File: src/tlss_defs.svh
// Purpose: Constants of the two-level supply sequencer
// Assumes: 200 MHz clock, classic Wishbone with 32-bit data
// Notes:   Offsets are byte addresses
`ifndef TLSS_DEFS_SVH
`define TLSS_DEFS_SVH

// ==========================================================================
// Timing
// ==========================================================================
`define TLSS_CLK_MHZ        200
`define TLSS_READY_US       500
`define TLSS_READY_CYC      (`TLSS_READY_US * `TLSS_CLK_MHZ)
`define TLSS_INIT_US        500
`define TLSS_INIT_CYC       (`TLSS_INIT_US * `TLSS_CLK_MHZ)

// ==========================================================================
// Register offsets
// ==========================================================================
`define TLSS_OFF_STATUS     8'h00
`define TLSS_OFF_IRQ_STAT   8'h04
`define TLSS_OFF_IRQ_MASK   8'h08
`define TLSS_OFF_CONFIG     8'h0C
`define TLSS_OFF_VCC_ADC    8'h10
`define TLSS_OFF_VCC_LIMIT  8'h14
`define TLSS_OFF_NV_ADDR    8'h18
`define TLSS_OFF_NV_CFG     8'h1C

// ==========================================================================
// Fields and reset values
// ==========================================================================
`define TLSS_ST_NOT_READY   0
`define TLSS_ST_VCC_LOW     1
`define TLSS_ST_ANALOG_ON   2
`define TLSS_ST_RECALLED    3
`define TLSS_ST_TXFAULT     4
`define TLSS_ST_LOS_SEL     5
`define TLSS_CFG_ADDR_NV    0
`define TLSS_CFG_LOS_SEL    1
`define TLSS_CFG_TXF_IN     2
`define TLSS_EV_RECALL      0
`define TLSS_EV_BROWNOUT    1
`define TLSS_EV_DIG_LOSS    2
`define TLSS_EV_READY       3
`define TLSS_NEV            4
`define TLSS_DEF_ADDR       8'hA2
`define TLSS_RST_LIMIT      16'h0000
`define TLSS_RST_NV_ADDR    8'hA2

`endif

File: src/tlss_pkg.sv
// Purpose: Types of the two-level supply sequencer
// Assumes: Constants live in tlss_defs.svh
// Notes:   One-hot sequencing states
package tlss_pkg;

   typedef enum logic [4:0] {
      TLSS_DEAD   = 5'b0_0001,
      TLSS_RECALL = 5'b0_0010,
      TLSS_SETTLE = 5'b0_0100,
      TLSS_RUN    = 5'b0_1000,
      TLSS_BROWN  = 5'b1_0000
   } tlss_state_t;

endpackage

File: src/tlss_sync.sv
// Purpose: Three-stage synchroniser with agreement filter
// Assumes: Asynchronous level input
// Notes:   Output changes once stages two and three agree
`timescale 1ns/10ps
module tlss_sync (
   input  wire logic clk_i,
   input  wire logic rst_i,
   input  wire logic async_i,
   output logic      level_o
);
   logic s1;
   logic s2;
   logic s3;

   always_ff @(posedge clk_i) begin
      if (rst_i) begin
         s1 <= 1'b0;
         s2 <= 1'b0;
         s3 <= 1'b0;
      end else begin
         s1 <= async_i;
         s2 <= s1;
         s3 <= s2;
      end
   end

   always_ff @(posedge clk_i) begin
      if (rst_i) begin
         level_o <= 1'b0;
      end else if (s2 == s3) begin
         level_o <= s3;
      end
   end
endmodule // tlss_sync

File: src/tlss_timer.sv
// Purpose: Delay counter that raises done after a set count
// Assumes: run_i held high while timing, low clears
// Notes:   done stays high while run_i stays high
`timescale 1ns/10ps
module tlss_timer #(
   parameter int unsigned COUNT = 100
) (
   input  wire logic clk_i,
   input  wire logic rst_i,
   input  wire logic run_i,
   output logic      done_o
);
   logic [23:0] cnt;

   always_ff @(posedge clk_i) begin
      if (rst_i || !run_i) begin
         cnt    <= 24'h00_0000;
         done_o <= 1'b0;
      end else if (!done_o) begin
         if (cnt == 24'(COUNT - 1)) begin
            done_o <= 1'b1;
         end
         cnt <= cnt + 24'h00_0001;
      end
   end
endmodule // tlss_timer

File: src/tlss_top.sv
// Purpose: Two-level supply sequencer with Wishbone register access
// Assumes: Supply detector levels are asynchronous, high above threshold
// Notes:   Nonvolatile copy arrives on nv_* inputs, recall takes one cycle
`timescale 1ns/10ps
`include "tlss_defs.svh"
module tlss_top #(
   parameter int unsigned READY_CYC = `TLSS_READY_CYC,
   parameter int unsigned INIT_CYC  = `TLSS_INIT_CYC
) (
   input  wire logic        clk_i,
   input  wire logic        rst_i,
   input  wire logic        wb_cyc_i,
   input  wire logic        wb_stb_i,
   input  wire logic        wb_we_i,
   input  wire logic [7:0]  wb_adr_i,
   input  wire logic [3:0]  wb_sel_i,
   input  wire logic [31:0] wb_dat_i,
   output logic [31:0]      wb_dat_o,
   output logic             wb_ack_o,
   input  wire logic        analog_supply_threshold_i,
   input  wire logic        digital_supply_threshold_i,
   input  wire logic [7:0]  nv_addr_i,
   input  wire logic        nv_los_sel_i,
   input  wire logic        adc_valid_i,
   input  wire logic [15:0] adc_vcc_i,
   input  wire logic        transmit_fault_signal_i,
   input  wire logic        fault_latch_i,
   input  wire logic        sigma_delta_one_i,
   input  wire logic        sigma_delta_two_i,
   input  wire logic        tx_disable_i,
   input  wire logic        los_pin_i,
   input  wire logic        los_quick_i,
   output logic             analog_en_o,
   output logic             outputs_en_o,
   output logic             not_ready_flag_o,
   output logic             supply_low_alarm_o,
   output logic             transmit_fault_output_o,
   output logic [7:0]       slave_addr_o,
   output logic             sigma_delta_out_one_o,
   output logic             sigma_delta_out_one_oe_o,
   output logic             sigma_delta_out_two_o,
   output logic             sigma_delta_out_two_oe_o,
   output logic             transmit_disable_output_o,
   output logic             transmit_disable_output_oe_o,
   output logic             signal_loss_output_o,
   output logic             irq_o
);
   tlss_pkg::tlss_state_t state;
   tlss_pkg::tlss_state_t next_state;
   logic        ana_ok;
   logic        dig_ok;
   logic        ready_done;
   logic        init_done;
   logic        recalled;
   logic [7:0]  addr_shadow;
   logic        los_sel_shadow;
   logic        addr_from_nv;
   logic        vcc_good_seen;
   logic [15:0] vcc_last;
   logic [15:0] vcc_limit;
   logic [2:0]  cfg;
   logic [`TLSS_NEV-1:0] ev_stat;
   logic [`TLSS_NEV-1:0] ev_mask;
   logic [`TLSS_NEV-1:0] ev_set;
   logic        fault_latched;
   logic        fault_raw;
   logic        running;
   logic        wb_hit;
   logic [31:0] rd_data;

   // ========================================================================
   // Detector synchronisers
   // ========================================================================
   tlss_sync u_sync_ana (
      .clk_i   (clk_i),
      .rst_i   (rst_i),
      .async_i (analog_supply_threshold_i),
      .level_o (ana_ok)
   );

   tlss_sync u_sync_dig (
      .clk_i   (clk_i),
      .rst_i   (rst_i),
      .async_i (digital_supply_threshold_i),
      .level_o (dig_ok)
   );

   // ========================================================================
   // Sequencing
   // ========================================================================
   always_comb begin
      next_state = state;
      case (state)
         tlss_pkg::TLSS_DEAD: begin
            if (dig_ok && ana_ok) begin
               next_state = tlss_pkg::TLSS_RECALL;
            end
         end
         tlss_pkg::TLSS_RECALL: begin
            next_state = tlss_pkg::TLSS_SETTLE;
         end
         tlss_pkg::TLSS_SETTLE, tlss_pkg::TLSS_RUN: begin
            if (!dig_ok) begin
               next_state = tlss_pkg::TLSS_DEAD;
            end else if (!ana_ok) begin
               next_state = tlss_pkg::TLSS_BROWN;
            end else if (state == tlss_pkg::TLSS_SETTLE && ready_done) begin
               next_state = tlss_pkg::TLSS_RUN;
            end
         end
         tlss_pkg::TLSS_BROWN: begin
            if (!dig_ok) begin
               next_state = tlss_pkg::TLSS_DEAD;
            end else if (ana_ok) begin
               next_state = tlss_pkg::TLSS_RUN;
            end
         end
         default: next_state = tlss_pkg::TLSS_DEAD;
      endcase
   end

   always_ff @(posedge clk_i) begin
      if (rst_i) begin
         state <= tlss_pkg::TLSS_DEAD;
      end else begin
         state <= next_state;
      end
   end

   assign running = (state == tlss_pkg::TLSS_SETTLE) ||
                    (state == tlss_pkg::TLSS_RUN);

   // Ready window restarts only on power-up out of TLSS_DEAD; brownout recovery goes straight to TLSS_RUN
   tlss_timer #(.COUNT(READY_CYC)) u_ready (
      .clk_i  (clk_i),
      .rst_i  (rst_i),
      .run_i  (state == tlss_pkg::TLSS_SETTLE),
      .done_o (ready_done)
   );

   // Init delay spans the whole powered period, not reset by brownout
   tlss_timer #(.COUNT(INIT_CYC)) u_init (
      .clk_i  (clk_i),
      .rst_i  (rst_i),
      .run_i  (recalled),
      .done_o (init_done)
   );

   // ========================================================================
   // Shadowed nonvolatile copy
   // ========================================================================
   always_ff @(posedge clk_i) begin
      if (rst_i || state == tlss_pkg::TLSS_DEAD) begin
         recalled       <= 1'b0;
         addr_shadow    <= 8'h00;
         los_sel_shadow <= 1'b0;
      end else if (state == tlss_pkg::TLSS_RECALL) begin
         recalled       <= 1'b1;
         addr_shadow    <= nv_addr_i;
         los_sel_shadow <= nv_los_sel_i;
      end
   end

   // ========================================================================
   // Supply-low alarm and fault
   // ========================================================================
   always_ff @(posedge clk_i) begin
      if (rst_i || !running) begin
         supply_low_alarm_o <= 1'b1;
         vcc_good_seen      <= 1'b0;
      end else if (adc_valid_i) begin
         if (adc_vcc_i > vcc_limit) begin
            supply_low_alarm_o <= 1'b0;
            vcc_good_seen      <= 1'b1;
         end else begin
            supply_low_alarm_o <= 1'b1;
         end
      end
   end

   always_ff @(posedge clk_i) begin
      if (rst_i) begin
         vcc_last <= 16'h0000;
      end else if (adc_valid_i) begin
         vcc_last <= adc_vcc_i;
      end
   end

   // Supply-low term bypasses any mask
   assign fault_raw = supply_low_alarm_o ||
                      (cfg[`TLSS_CFG_TXF_IN] && transmit_fault_signal_i);

   always_ff @(posedge clk_i) begin
      if (rst_i || !running) begin
         fault_latched <= 1'b0;
      end else if (vcc_good_seen && fault_latch_i && fault_raw) begin
         fault_latched <= 1'b1;
      end
   end

   always_ff @(posedge clk_i) begin
      if (rst_i) begin
         transmit_fault_output_o <= 1'b1;
      end else begin
         transmit_fault_output_o <= !running || fault_raw ||
                                    fault_latched;
      end
   end

   // ========================================================================
   // Outputs and enables
   // ========================================================================
   always_ff @(posedge clk_i) begin
      if (rst_i) begin
         analog_en_o                  <= 1'b0;
         outputs_en_o                 <= 1'b0;
         not_ready_flag_o             <= 1'b1;
         slave_addr_o                 <= `TLSS_DEF_ADDR;
         sigma_delta_out_one_o        <= 1'b0;
         sigma_delta_out_one_oe_o     <= 1'b0;
         sigma_delta_out_two_o        <= 1'b0;
         sigma_delta_out_two_oe_o     <= 1'b0;
         transmit_disable_output_o    <= 1'b0;
         transmit_disable_output_oe_o <= 1'b0;
         signal_loss_output_o         <= 1'b0;
      end else begin
         analog_en_o      <= running;
         outputs_en_o     <= running;
         not_ready_flag_o <= state != tlss_pkg::TLSS_RUN;
         slave_addr_o     <= (recalled && addr_from_nv) ?
                             addr_shadow : `TLSS_DEF_ADDR;
         sigma_delta_out_one_o    <= sigma_delta_one_i;
         sigma_delta_out_two_o    <= sigma_delta_two_i;
         sigma_delta_out_one_oe_o <= running && init_done;
         sigma_delta_out_two_oe_o <= running && init_done;
         transmit_disable_output_o    <= tx_disable_i ||
                                         transmit_fault_output_o;
         transmit_disable_output_oe_o <= running;
         signal_loss_output_o <= running &&
            ((recalled && !los_sel_shadow) ? los_quick_i
                                           : los_pin_i);
      end
   end

   // ========================================================================
   // Interrupts
   // ========================================================================
   assign ev_set[`TLSS_EV_RECALL]   = state == tlss_pkg::TLSS_RECALL;
   assign ev_set[`TLSS_EV_BROWNOUT] = running &&
                                      next_state == tlss_pkg::TLSS_BROWN;
   assign ev_set[`TLSS_EV_DIG_LOSS] = state != tlss_pkg::TLSS_DEAD &&
                                      next_state == tlss_pkg::TLSS_DEAD;
   assign ev_set[`TLSS_EV_READY]    = state != tlss_pkg::TLSS_RUN &&
                                      next_state == tlss_pkg::TLSS_RUN;

   genvar gi;
   generate
      for (gi = 0; gi < `TLSS_NEV; gi++) begin : g_ev
         always_ff @(posedge clk_i) begin
            if (rst_i) begin
               ev_stat[gi] <= 1'b0;
            end else if (ev_set[gi]) begin
               ev_stat[gi] <= 1'b1;
            end else if (wb_hit && wb_we_i && wb_sel_i[0] &&
                         wb_adr_i == `TLSS_OFF_IRQ_STAT &&
                         wb_dat_i[gi]) begin
               ev_stat[gi] <= 1'b0;
            end
         end
      end
   endgenerate

   always_ff @(posedge clk_i) begin
      if (rst_i) begin
         irq_o <= 1'b0;
      end else begin
         irq_o <= |(ev_stat & ev_mask);
      end
   end

   // ========================================================================
   // Wishbone slave
   // ========================================================================
   assign wb_hit = wb_cyc_i && wb_stb_i && !wb_ack_o;

   always_ff @(posedge clk_i) begin
      if (rst_i) begin
         ev_mask      <= '0;
         cfg          <= 3'b000;
         vcc_limit    <= `TLSS_RST_LIMIT;
         addr_from_nv <= 1'b0;
      end else if (wb_hit && wb_we_i) begin
         case (wb_adr_i)
            `TLSS_OFF_IRQ_MASK: begin
               if (wb_sel_i[0]) ev_mask <= wb_dat_i[`TLSS_NEV-1:0];
            end
            `TLSS_OFF_CONFIG: begin
               if (wb_sel_i[0]) begin
                  cfg          <= wb_dat_i[2:0];
                  addr_from_nv <= wb_dat_i[`TLSS_CFG_ADDR_NV];
               end
            end
            `TLSS_OFF_VCC_LIMIT: begin
               if (wb_sel_i[0]) vcc_limit[7:0]  <= wb_dat_i[7:0];
               if (wb_sel_i[1]) vcc_limit[15:8] <= wb_dat_i[15:8];
            end
            default: ;
         endcase
      end
   end

   always_comb begin
      rd_data = 32'h0000_0000;
      case (wb_adr_i)
         `TLSS_OFF_STATUS: begin
            rd_data[`TLSS_ST_NOT_READY] = not_ready_flag_o;
            rd_data[`TLSS_ST_VCC_LOW]   = supply_low_alarm_o;
            rd_data[`TLSS_ST_ANALOG_ON] = analog_en_o;
            rd_data[`TLSS_ST_RECALLED]  = recalled;
            rd_data[`TLSS_ST_TXFAULT]   = transmit_fault_output_o;
            rd_data[`TLSS_ST_LOS_SEL]   = los_sel_shadow;
         end
         `TLSS_OFF_IRQ_STAT:  rd_data[`TLSS_NEV-1:0] = ev_stat;
         `TLSS_OFF_IRQ_MASK:  rd_data[`TLSS_NEV-1:0] = ev_mask;
         `TLSS_OFF_CONFIG:    rd_data[2:0] = cfg;
         `TLSS_OFF_VCC_ADC:   rd_data[15:0] = vcc_last;
         `TLSS_OFF_VCC_LIMIT: rd_data[15:0] = vcc_limit;
         `TLSS_OFF_NV_ADDR:   rd_data[7:0] = slave_addr_o;
         `TLSS_OFF_NV_CFG:    rd_data[0] = los_sel_shadow;
         default:             rd_data = 32'h0000_0000;
      endcase
   end

   // Unmapped addresses still ack and read zero
   always_ff @(posedge clk_i) begin
      if (rst_i) begin
         wb_ack_o <= 1'b0;
         wb_dat_o <= 32'h0000_0000;
      end else begin
         wb_ack_o <= wb_hit;
         wb_dat_o <= rd_data;
      end
   end
endmodule // tlss_top

File: config.mk
export PLATFORM = sky130hd
export DESIGN_NAME = tlss_top
export DESIGN_NICKNAME = d
export VERILOG_FILES = /design/src/tlss_pkg.sv /design/src/tlss_sync.sv /design/src/tlss_timer.sv /design/src/tlss_top.sv
export VERILOG_INCLUDE_DIRS = /design/src /design/src/src
export SDC_FILE = /design/constraint.sdc
export NUM_CORES = 1
export LEC_CHECK = 0
export ABC_CLOCK_PERIOD_IN_PS = 3700
export BUFFER_PORTS_ARGS = -buffer_cell sky130_fd_sc_hd__clkbuf_2
export CORE_ASPECT_RATIO = 0.8
export CORE_MARGIN = 5
export CORE_UTILIZATION = 50
export DETAILED_ROUTE_END_ITERATION = 12
export PLACE_DENSITY = 0.72
export SYNTH_ARGS = -nofsm -noshare
export SYNTH_HDL_FRONTEND = slang
export SYNTH_SLANG_ARGS = --single-unit
File: constraint.sdc
create_clock -name clk_i -period 3.7 [get_ports clk_i]
set_input_delay 0.185 -clock clk_i [delete_from_list [all_inputs] [get_ports clk_i]]
set_output_delay 0.185 -clock clk_i [all_outputs]
set_load 0.005 [all_outputs]
==> impl_metrics.toml, run 1 <==
[synthesis]
yosysTopAreaCell = "dfxtp_1"
synthTopCellsByCount = "dfxtp_1 (153), nor2_1 (123), mux2i_1 (50)"
synth_compound_gate_area_share_pct = 6.77
yosys.cell_types.count = 57
synth_fa_ha_area_share_pct = 3.34
synthCells = 727
syn_area_per_cell_um2 = 9.28
ys_ff_latch = 153
synthArstFlopShare_pct = 0
yosysWarningCount = 0
synth-simple-area-share_pct = 23.8
synth.top_cell.area_share_pct = 45.4
synth_seq_area_share_pct = 45.4
ys.flop_type = "dfxtp_1"
synth_edf_count = 0
synthMostInstantiatedCell = "dfxtp_1"
synth_area_um2 = 6750
muxShareOfSynthArea_pct = 9.09
netlist_top_cells_area = "dfxtp_1 (45%), mux2i_1 (7.4%), nor2_1 (6.8%), xor2_1 (4.7%), ha_1 (3.3%)"
synth_xor_area_share_pct = 5.97
synth_top_family_by_area = "simple AND/OR/NAND/NOR gates"

[global_routing]
grt_max_degree = 56
grt_pass1_wl_mm = 26.6
antenna_found_initial = 0
grt_remaining_overflow = 0
grt_pass1_vias = 5546
grtUsageTotal_pct = 20.7

[sta]
slew_viol_final = 0
hold_ws_ns = 0.0106
setup_tns_ns = 0
finalCriticalPeriod_ns = 2.17
rsz0062_at_grt = "no"
worst_pin_slew_ns = 0.972
setup_viol = 0
clock.fmax_ghz = 0.462
hold_violations = 0
slew_headroom_pct = 35.2
fin_crit_sh_pct = 58.6
setup_slack_ns = 1.53
finClkSkew_ns = 0.00606

[setup_path]
r2r_end = "vcc_limit[5]"
critPathLaunch = "wb_adr_i[4]"
worstSetupPathType = "input port to flop"
arrival_ns = 2.46
required_ns = 3.99
r2r_start = "wb_ack_o"
worstPathMaxFanout = 19
endpoint_kind = "flop"
r2r_cells = 6
r2r_slack_ns = 1.68
startpoint_type = "input port"

[pwr]
p_int_uw = 2820
power_density_nw_per_um2 = 445
switching_power_uw = 781
power.leakage_uw = 0.00313
p_seq_share_pct = 46.4
clockPowerShare_pct = 49.1
ir_worst_vdd_v = 0.000312
p_sw_share_pct = 21.7
p_comb_share_pct = 4.5

[min_path]
holdCritPathClass = "input port to flop"
min_from = "wb_dat_i[13]"
hold_depth = 3
whs_endpoint = "vcc_limit[13]"

[die]
dieArea_um2 = 15900
coreArea_um2 = 13400
fp.dieW_um = 140
row_count = 38
pin_count = 138
start_util_pct = 50.3
chipHeight_um = 114

[detailed_routing]
vias = 5522
wirelength_mm = 16.1
avgRoutedWirePerCell_um = 15.6
drt_iter0_drc = 375
drc = 0
ant_nets = 0
dr.pass1.iters = 5
via_per_inst = 5.36

[status]
outcome = "finished clean"

[clock_tree]
clock_latency_ns = 0.42
cts_tree = "built"
clockRootBuffer = "clkbuf_16"
htree_num_levels = 4
clockBufferDepth = 2
cts_buffers = 17
path_clk_slew_ns = 0.06
cts-hold-fix-buffers = 22
ctsResizeCount = 0
cts_setup_buffers = 0
cts_sinks = 153

[place]
dp_cells = 977
routabilityCongestion = 0.855
place_ws_ns = 1.14
io_buffers = 103
dpl.hpwl_mm = 11.5

[finish]
syn_to_final_growth_pct = 20.0
drive_gt1_share_pct = 19.2
final_cells = 1031
nets = 940
antenna_cells = 0

[job]
maxCapViolCount = 0
## critical path, cell delays in order
cell	delay, ns
clkbuf_2	0.45
inv_1	0.22
and4bb_2	0.56
nor2b_1	0.54
buf_4	0.25
mux2i_1	0.20
nor2_1	0.05
## per-layer routing
layer  wire length [µm]  up-vias  global-route usage [%]
met5                  0        -                       0
met4                350        0                    8.20
met3               1060       30                    5.57
met2               7390      215                    32.8
met1               7310     2585                    27.0
li1                   -     2692                       -
## placed cells by master (no fill, tap or decap), types with 19 or more instances in the layout
| cell type | count |
|---|---|
| nor2_1 | 123 |
| nand2_1 | 44 |
| nand3_1 | 24 |
| mux2i_1 | 50 |
| dlygate4sd3_1 | 22 |
| nand4_1 | 19 |
| xor2_1 | 36 |
| inv_1 | 23 |
| a21oi_1 | 25 |
| dfxtp_1 | 153 |
| clkbuf_2 | 103 |
## worst max path at each step
| stage | slack, ns | endpoint | cells past startpoint |
|---|---|---|---|
| final | 1.53 | vcc_limit[5] | 7 |
| after global routing | 1.41 | vcc_limit[7] | 7 |
| after CTS | 1.57 | vcc_limit[5] | 7 |
| after detailed placement | 1.14 | vcc_limit[5] | 7 |
| after global placement | 1.21 | vcc_limit[7] | 7 |
| after floorplan | 2.03 | vcc_good_seen | 7 |
## power by group through the flow
stage	clock, µW	sequential [µW]	combinational, µW
floorplan	0	1700	94.3
global route	1870	1670	179
global placement	0	1710	136
finish	1770	1670	161
CTS	1800	1670	160
detailed placement	0	1710	141
## stage by stage
stage	power [µW]	area (µm²)	util [%]
finish	3600	8100	60.4
global route	3720	8100	60.4
CTS	3620	8100	60.4
detailed placement	1850	7270	54.2
global placement	1840	7270	54.2
floorplan	1800	6800	-
## kinds of logic after synthesis
family,after synthesis
compound gates,73
xor+xnor,46
fa+ha+maj,18
buf+inv,73
flops,153
mux,55
other cells,1
simple gates,308
## registers in the layout, summed over array words and instances (netlist names), 3 cells and up
register	flops
addr_shadow	8
vcc_last	16
u_ready.cnt	24
ev_mask	4
cfg	3
slave_addr_o	8
wb_dat_o	16
ev_stat	4
vcc_limit	16
state	5
u_init.cnt	24
## cell type report
cell class                 count  area, µm²
sequential                   153       3060
clock buffer                  18        439
tap                          180        225
multi-input combinational    516       3360
clock inverter                14        173
timing repair buffer         127        751
inverter                      23       86.3
fill                        1103       5310
No activity file was read; power rests on OpenSTA's default activity.
==> run 2, diff against run 1 <==
--- a/config.mk
+++ b/config.mk
@@ -6,7 +6,7 @@
 export SDC_FILE = /design/constraint.sdc
 export NUM_CORES = 1
 export LEC_CHECK = 0
-export ABC_CLOCK_PERIOD_IN_PS = 3700
+export ABC_CLOCK_PERIOD_IN_PS = 2200
 export BUFFER_PORTS_ARGS = -buffer_cell sky130_fd_sc_hd__clkbuf_2
 export CORE_ASPECT_RATIO = 0.8
 export CORE_MARGIN = 5
==> constraint.sdc (replaced) <==
create_clock -name clk_i -period 2.2 [get_ports clk_i]
set_input_delay 0.11 -clock clk_i [delete_from_list [all_inputs] [get_ports clk_i]]
set_output_delay 0.11 -clock clk_i [all_outputs]
set_load 0.005 [all_outputs]
==> run 2 against run 1 <==
Via count is 2.4% higher. Critical path depth stayed put. Clock power increased by 71%. Clock skew grew 0.0021 ns. Register-to-register slack got worse by 1.3 ns. Design area grew 4.5%. Die area unchanged. Core utilization rose by 2.7 points. Count of clock-buffer cells in the layout decreased by 1. Worst hold slack improved by 0.014 ns. First-iteration DRC count increased by 57%. Highest routed layer unchanged.
==> impl_metrics.toml, run 2 (synthesis results as in run 1) <==
[die]
pin_count = 138
coreArea_um2 = 13400
dieArea_um2 = 15900
chipHeight_um = 114
fp.dieW_um = 140
start_util_pct = 50.3
row_count = 38

[min_path]
holdCritPathClass = "input port to flop"

[sta]
setup_viol = 0
hold_violations = 0
setup_slack_ns = 0.346
finalCriticalPeriod_ns = 1.85
slew_headroom_pct = 45.5
slew_viol_final = 0
finClkSkew_ns = 0.00813
rsz0062_at_grt = "no"
worst_pin_slew_ns = 0.816
setup_tns_ns = 0
clock.fmax_ghz = 0.540
hold_ws_ns = 0.0248
fin_crit_sh_pct = 84.3

[finish]
layout_top_registers = "u_init.cnt (24), u_ready.cnt (24)"
antenna_cells = 0
drive_gt1_share_pct = 19.3
fin_util_pct = 63.1
nets = 978
final_cell_mix = "dfxtp_1 (153), nor2_1 (123), clkbuf_2 (103)"
final_common_cell = "dfxtp_1"
syn_to_final_growth_pct = 25.4

[setup_path]
cp_cell_sequence = "inv_1 > ha_1 > nand4_1 > or4_1 > nand3_1 > a31oi_1 > a21o_1"
endpoint_kind = "flop"
worstSetupPathType = "flop to flop"
required_ns = 2.52
startpoint_type = "flop"
crit_buf_inv = 1
crit_path_max_incr_delay_ns = 0.53
arrival_ns = 2.17
critPathTopFamily = "simple AND/OR/NAND/NOR gates"
worstPathMaxFanout = 3
crit_slowest_cell = "or4_1"

[clock_tree]
cts_buffers = 17
clock_latency_ns = 0.43
htree_num_levels = 4
cts_sinks = 153
cts_tree = "built"
clockRootBuffer = "clkbuf_16"
path_clk_slew_ns = 0.06
ctsResizeCount = 0
clockBufferDepth = 2

[job]
maxCapViolCount = 0

[global_routing]
grtUsageTotal_pct = 21.2
grt_pass1_vias = 5568
grt_pass1_wl_mm = 27.3
grt_remaining_overflow = 0
antenna_found_initial = 0
grt_max_degree = 47

[detailed_routing]
drc = 0
avgRoutedWirePerCell_um = 15.4
vias = 5657
dr.pass1.iters = 5
ant_nets = 0
wirelength_mm = 16.5
drt_iter0_drc = 588
via_per_inst = 5.29

[status]
outcome = "finished clean"

[pwr]
power_density_nw_per_um2 = 726
total_power_uw = 6140
power.leakage_uw = 0.00330
ir_worst_vdd_v = 0.000615

[place]
place_ws_ns = 0.366
io_buffers = 103
routabilityCongestion = 0.895
dpl.hpwl_mm = 11.6
==> run 2: cell types whose count changed in the layout (fill, tap and decap cells not counted), sizes merged <==
cell         before  now
dlygate4sd3      22   51
buf               2   11
inv              24   28
clkinv            5    3
clkbuf          121  120
clkinvlp          5    4
==> run 2: worst paths after layout <==
path | cells past startpoint | slack (ns) | from | to
setup / recovery | 7 | 0.35 | vcc_limit[8] | vcc_good_seen
hold / removal | 3 | 0.02 | wb_dat_i[1] | vcc_limit[1]
setup reg to reg | 7 | 0.35 | vcc_limit[8] | vcc_good_seen
hold reg to reg | 1 | 0.44 | u_sync_ana.s1 | u_sync_ana.s2
==> run 2: layout make-up <==
type | instances | area, µm²
clock buffers | 17 | 425
well taps | 180 | 225
clock inverters | 15 | 190
inverters | 23 | 86.3
flip-flops and latches | 153 | 3060
fillers | 1084 | 4950
multi-input cells | 516 | 3360
repair buffers | 165 | 1110
==> run 2: metrics by stage <==
step | cells | cell area [µm²]
3_3_place_gp | 986 | 7340
6_report | 1069 | 8460
5_1_grt | 1069 | 8460
2_1_floorplan | 742 | 6800
4_1_cts | 1069 | 8460
3_5_place_dp | 986 | 7340
==> run 2: timing repair <==
item | 4_1_cts | 5_1_grt
hold buffers | 51 | 0
buffers inserted | 0 | 0
endpoints found under the hold margin | 52 | 0
==> run 2: power by group <==
part           internal [µW]  leakage [µW]  switching, µW
clock                   1810      0.000287           1210
combinational            169       0.00177            149
sequential              2800       0.00124           12.7
==> run 2: layer usage <==
metal	share of wire, %	GRT usage, %	vias to the layer above	wire, µm
li1	-	-	2774	-
met3	6.1	5.78	17	1010
met2	47	34.4	178	7740
met5	0	0	-	0
met1	46	27.9	2688	7490
met4	1.3	6.00	0	211
==> run 2: tightest hold or removal path, stage by stage <==
cell and delay (ns):
clkbuf_2 0.14, mux2i_1 0.09, nor2_1 0.07
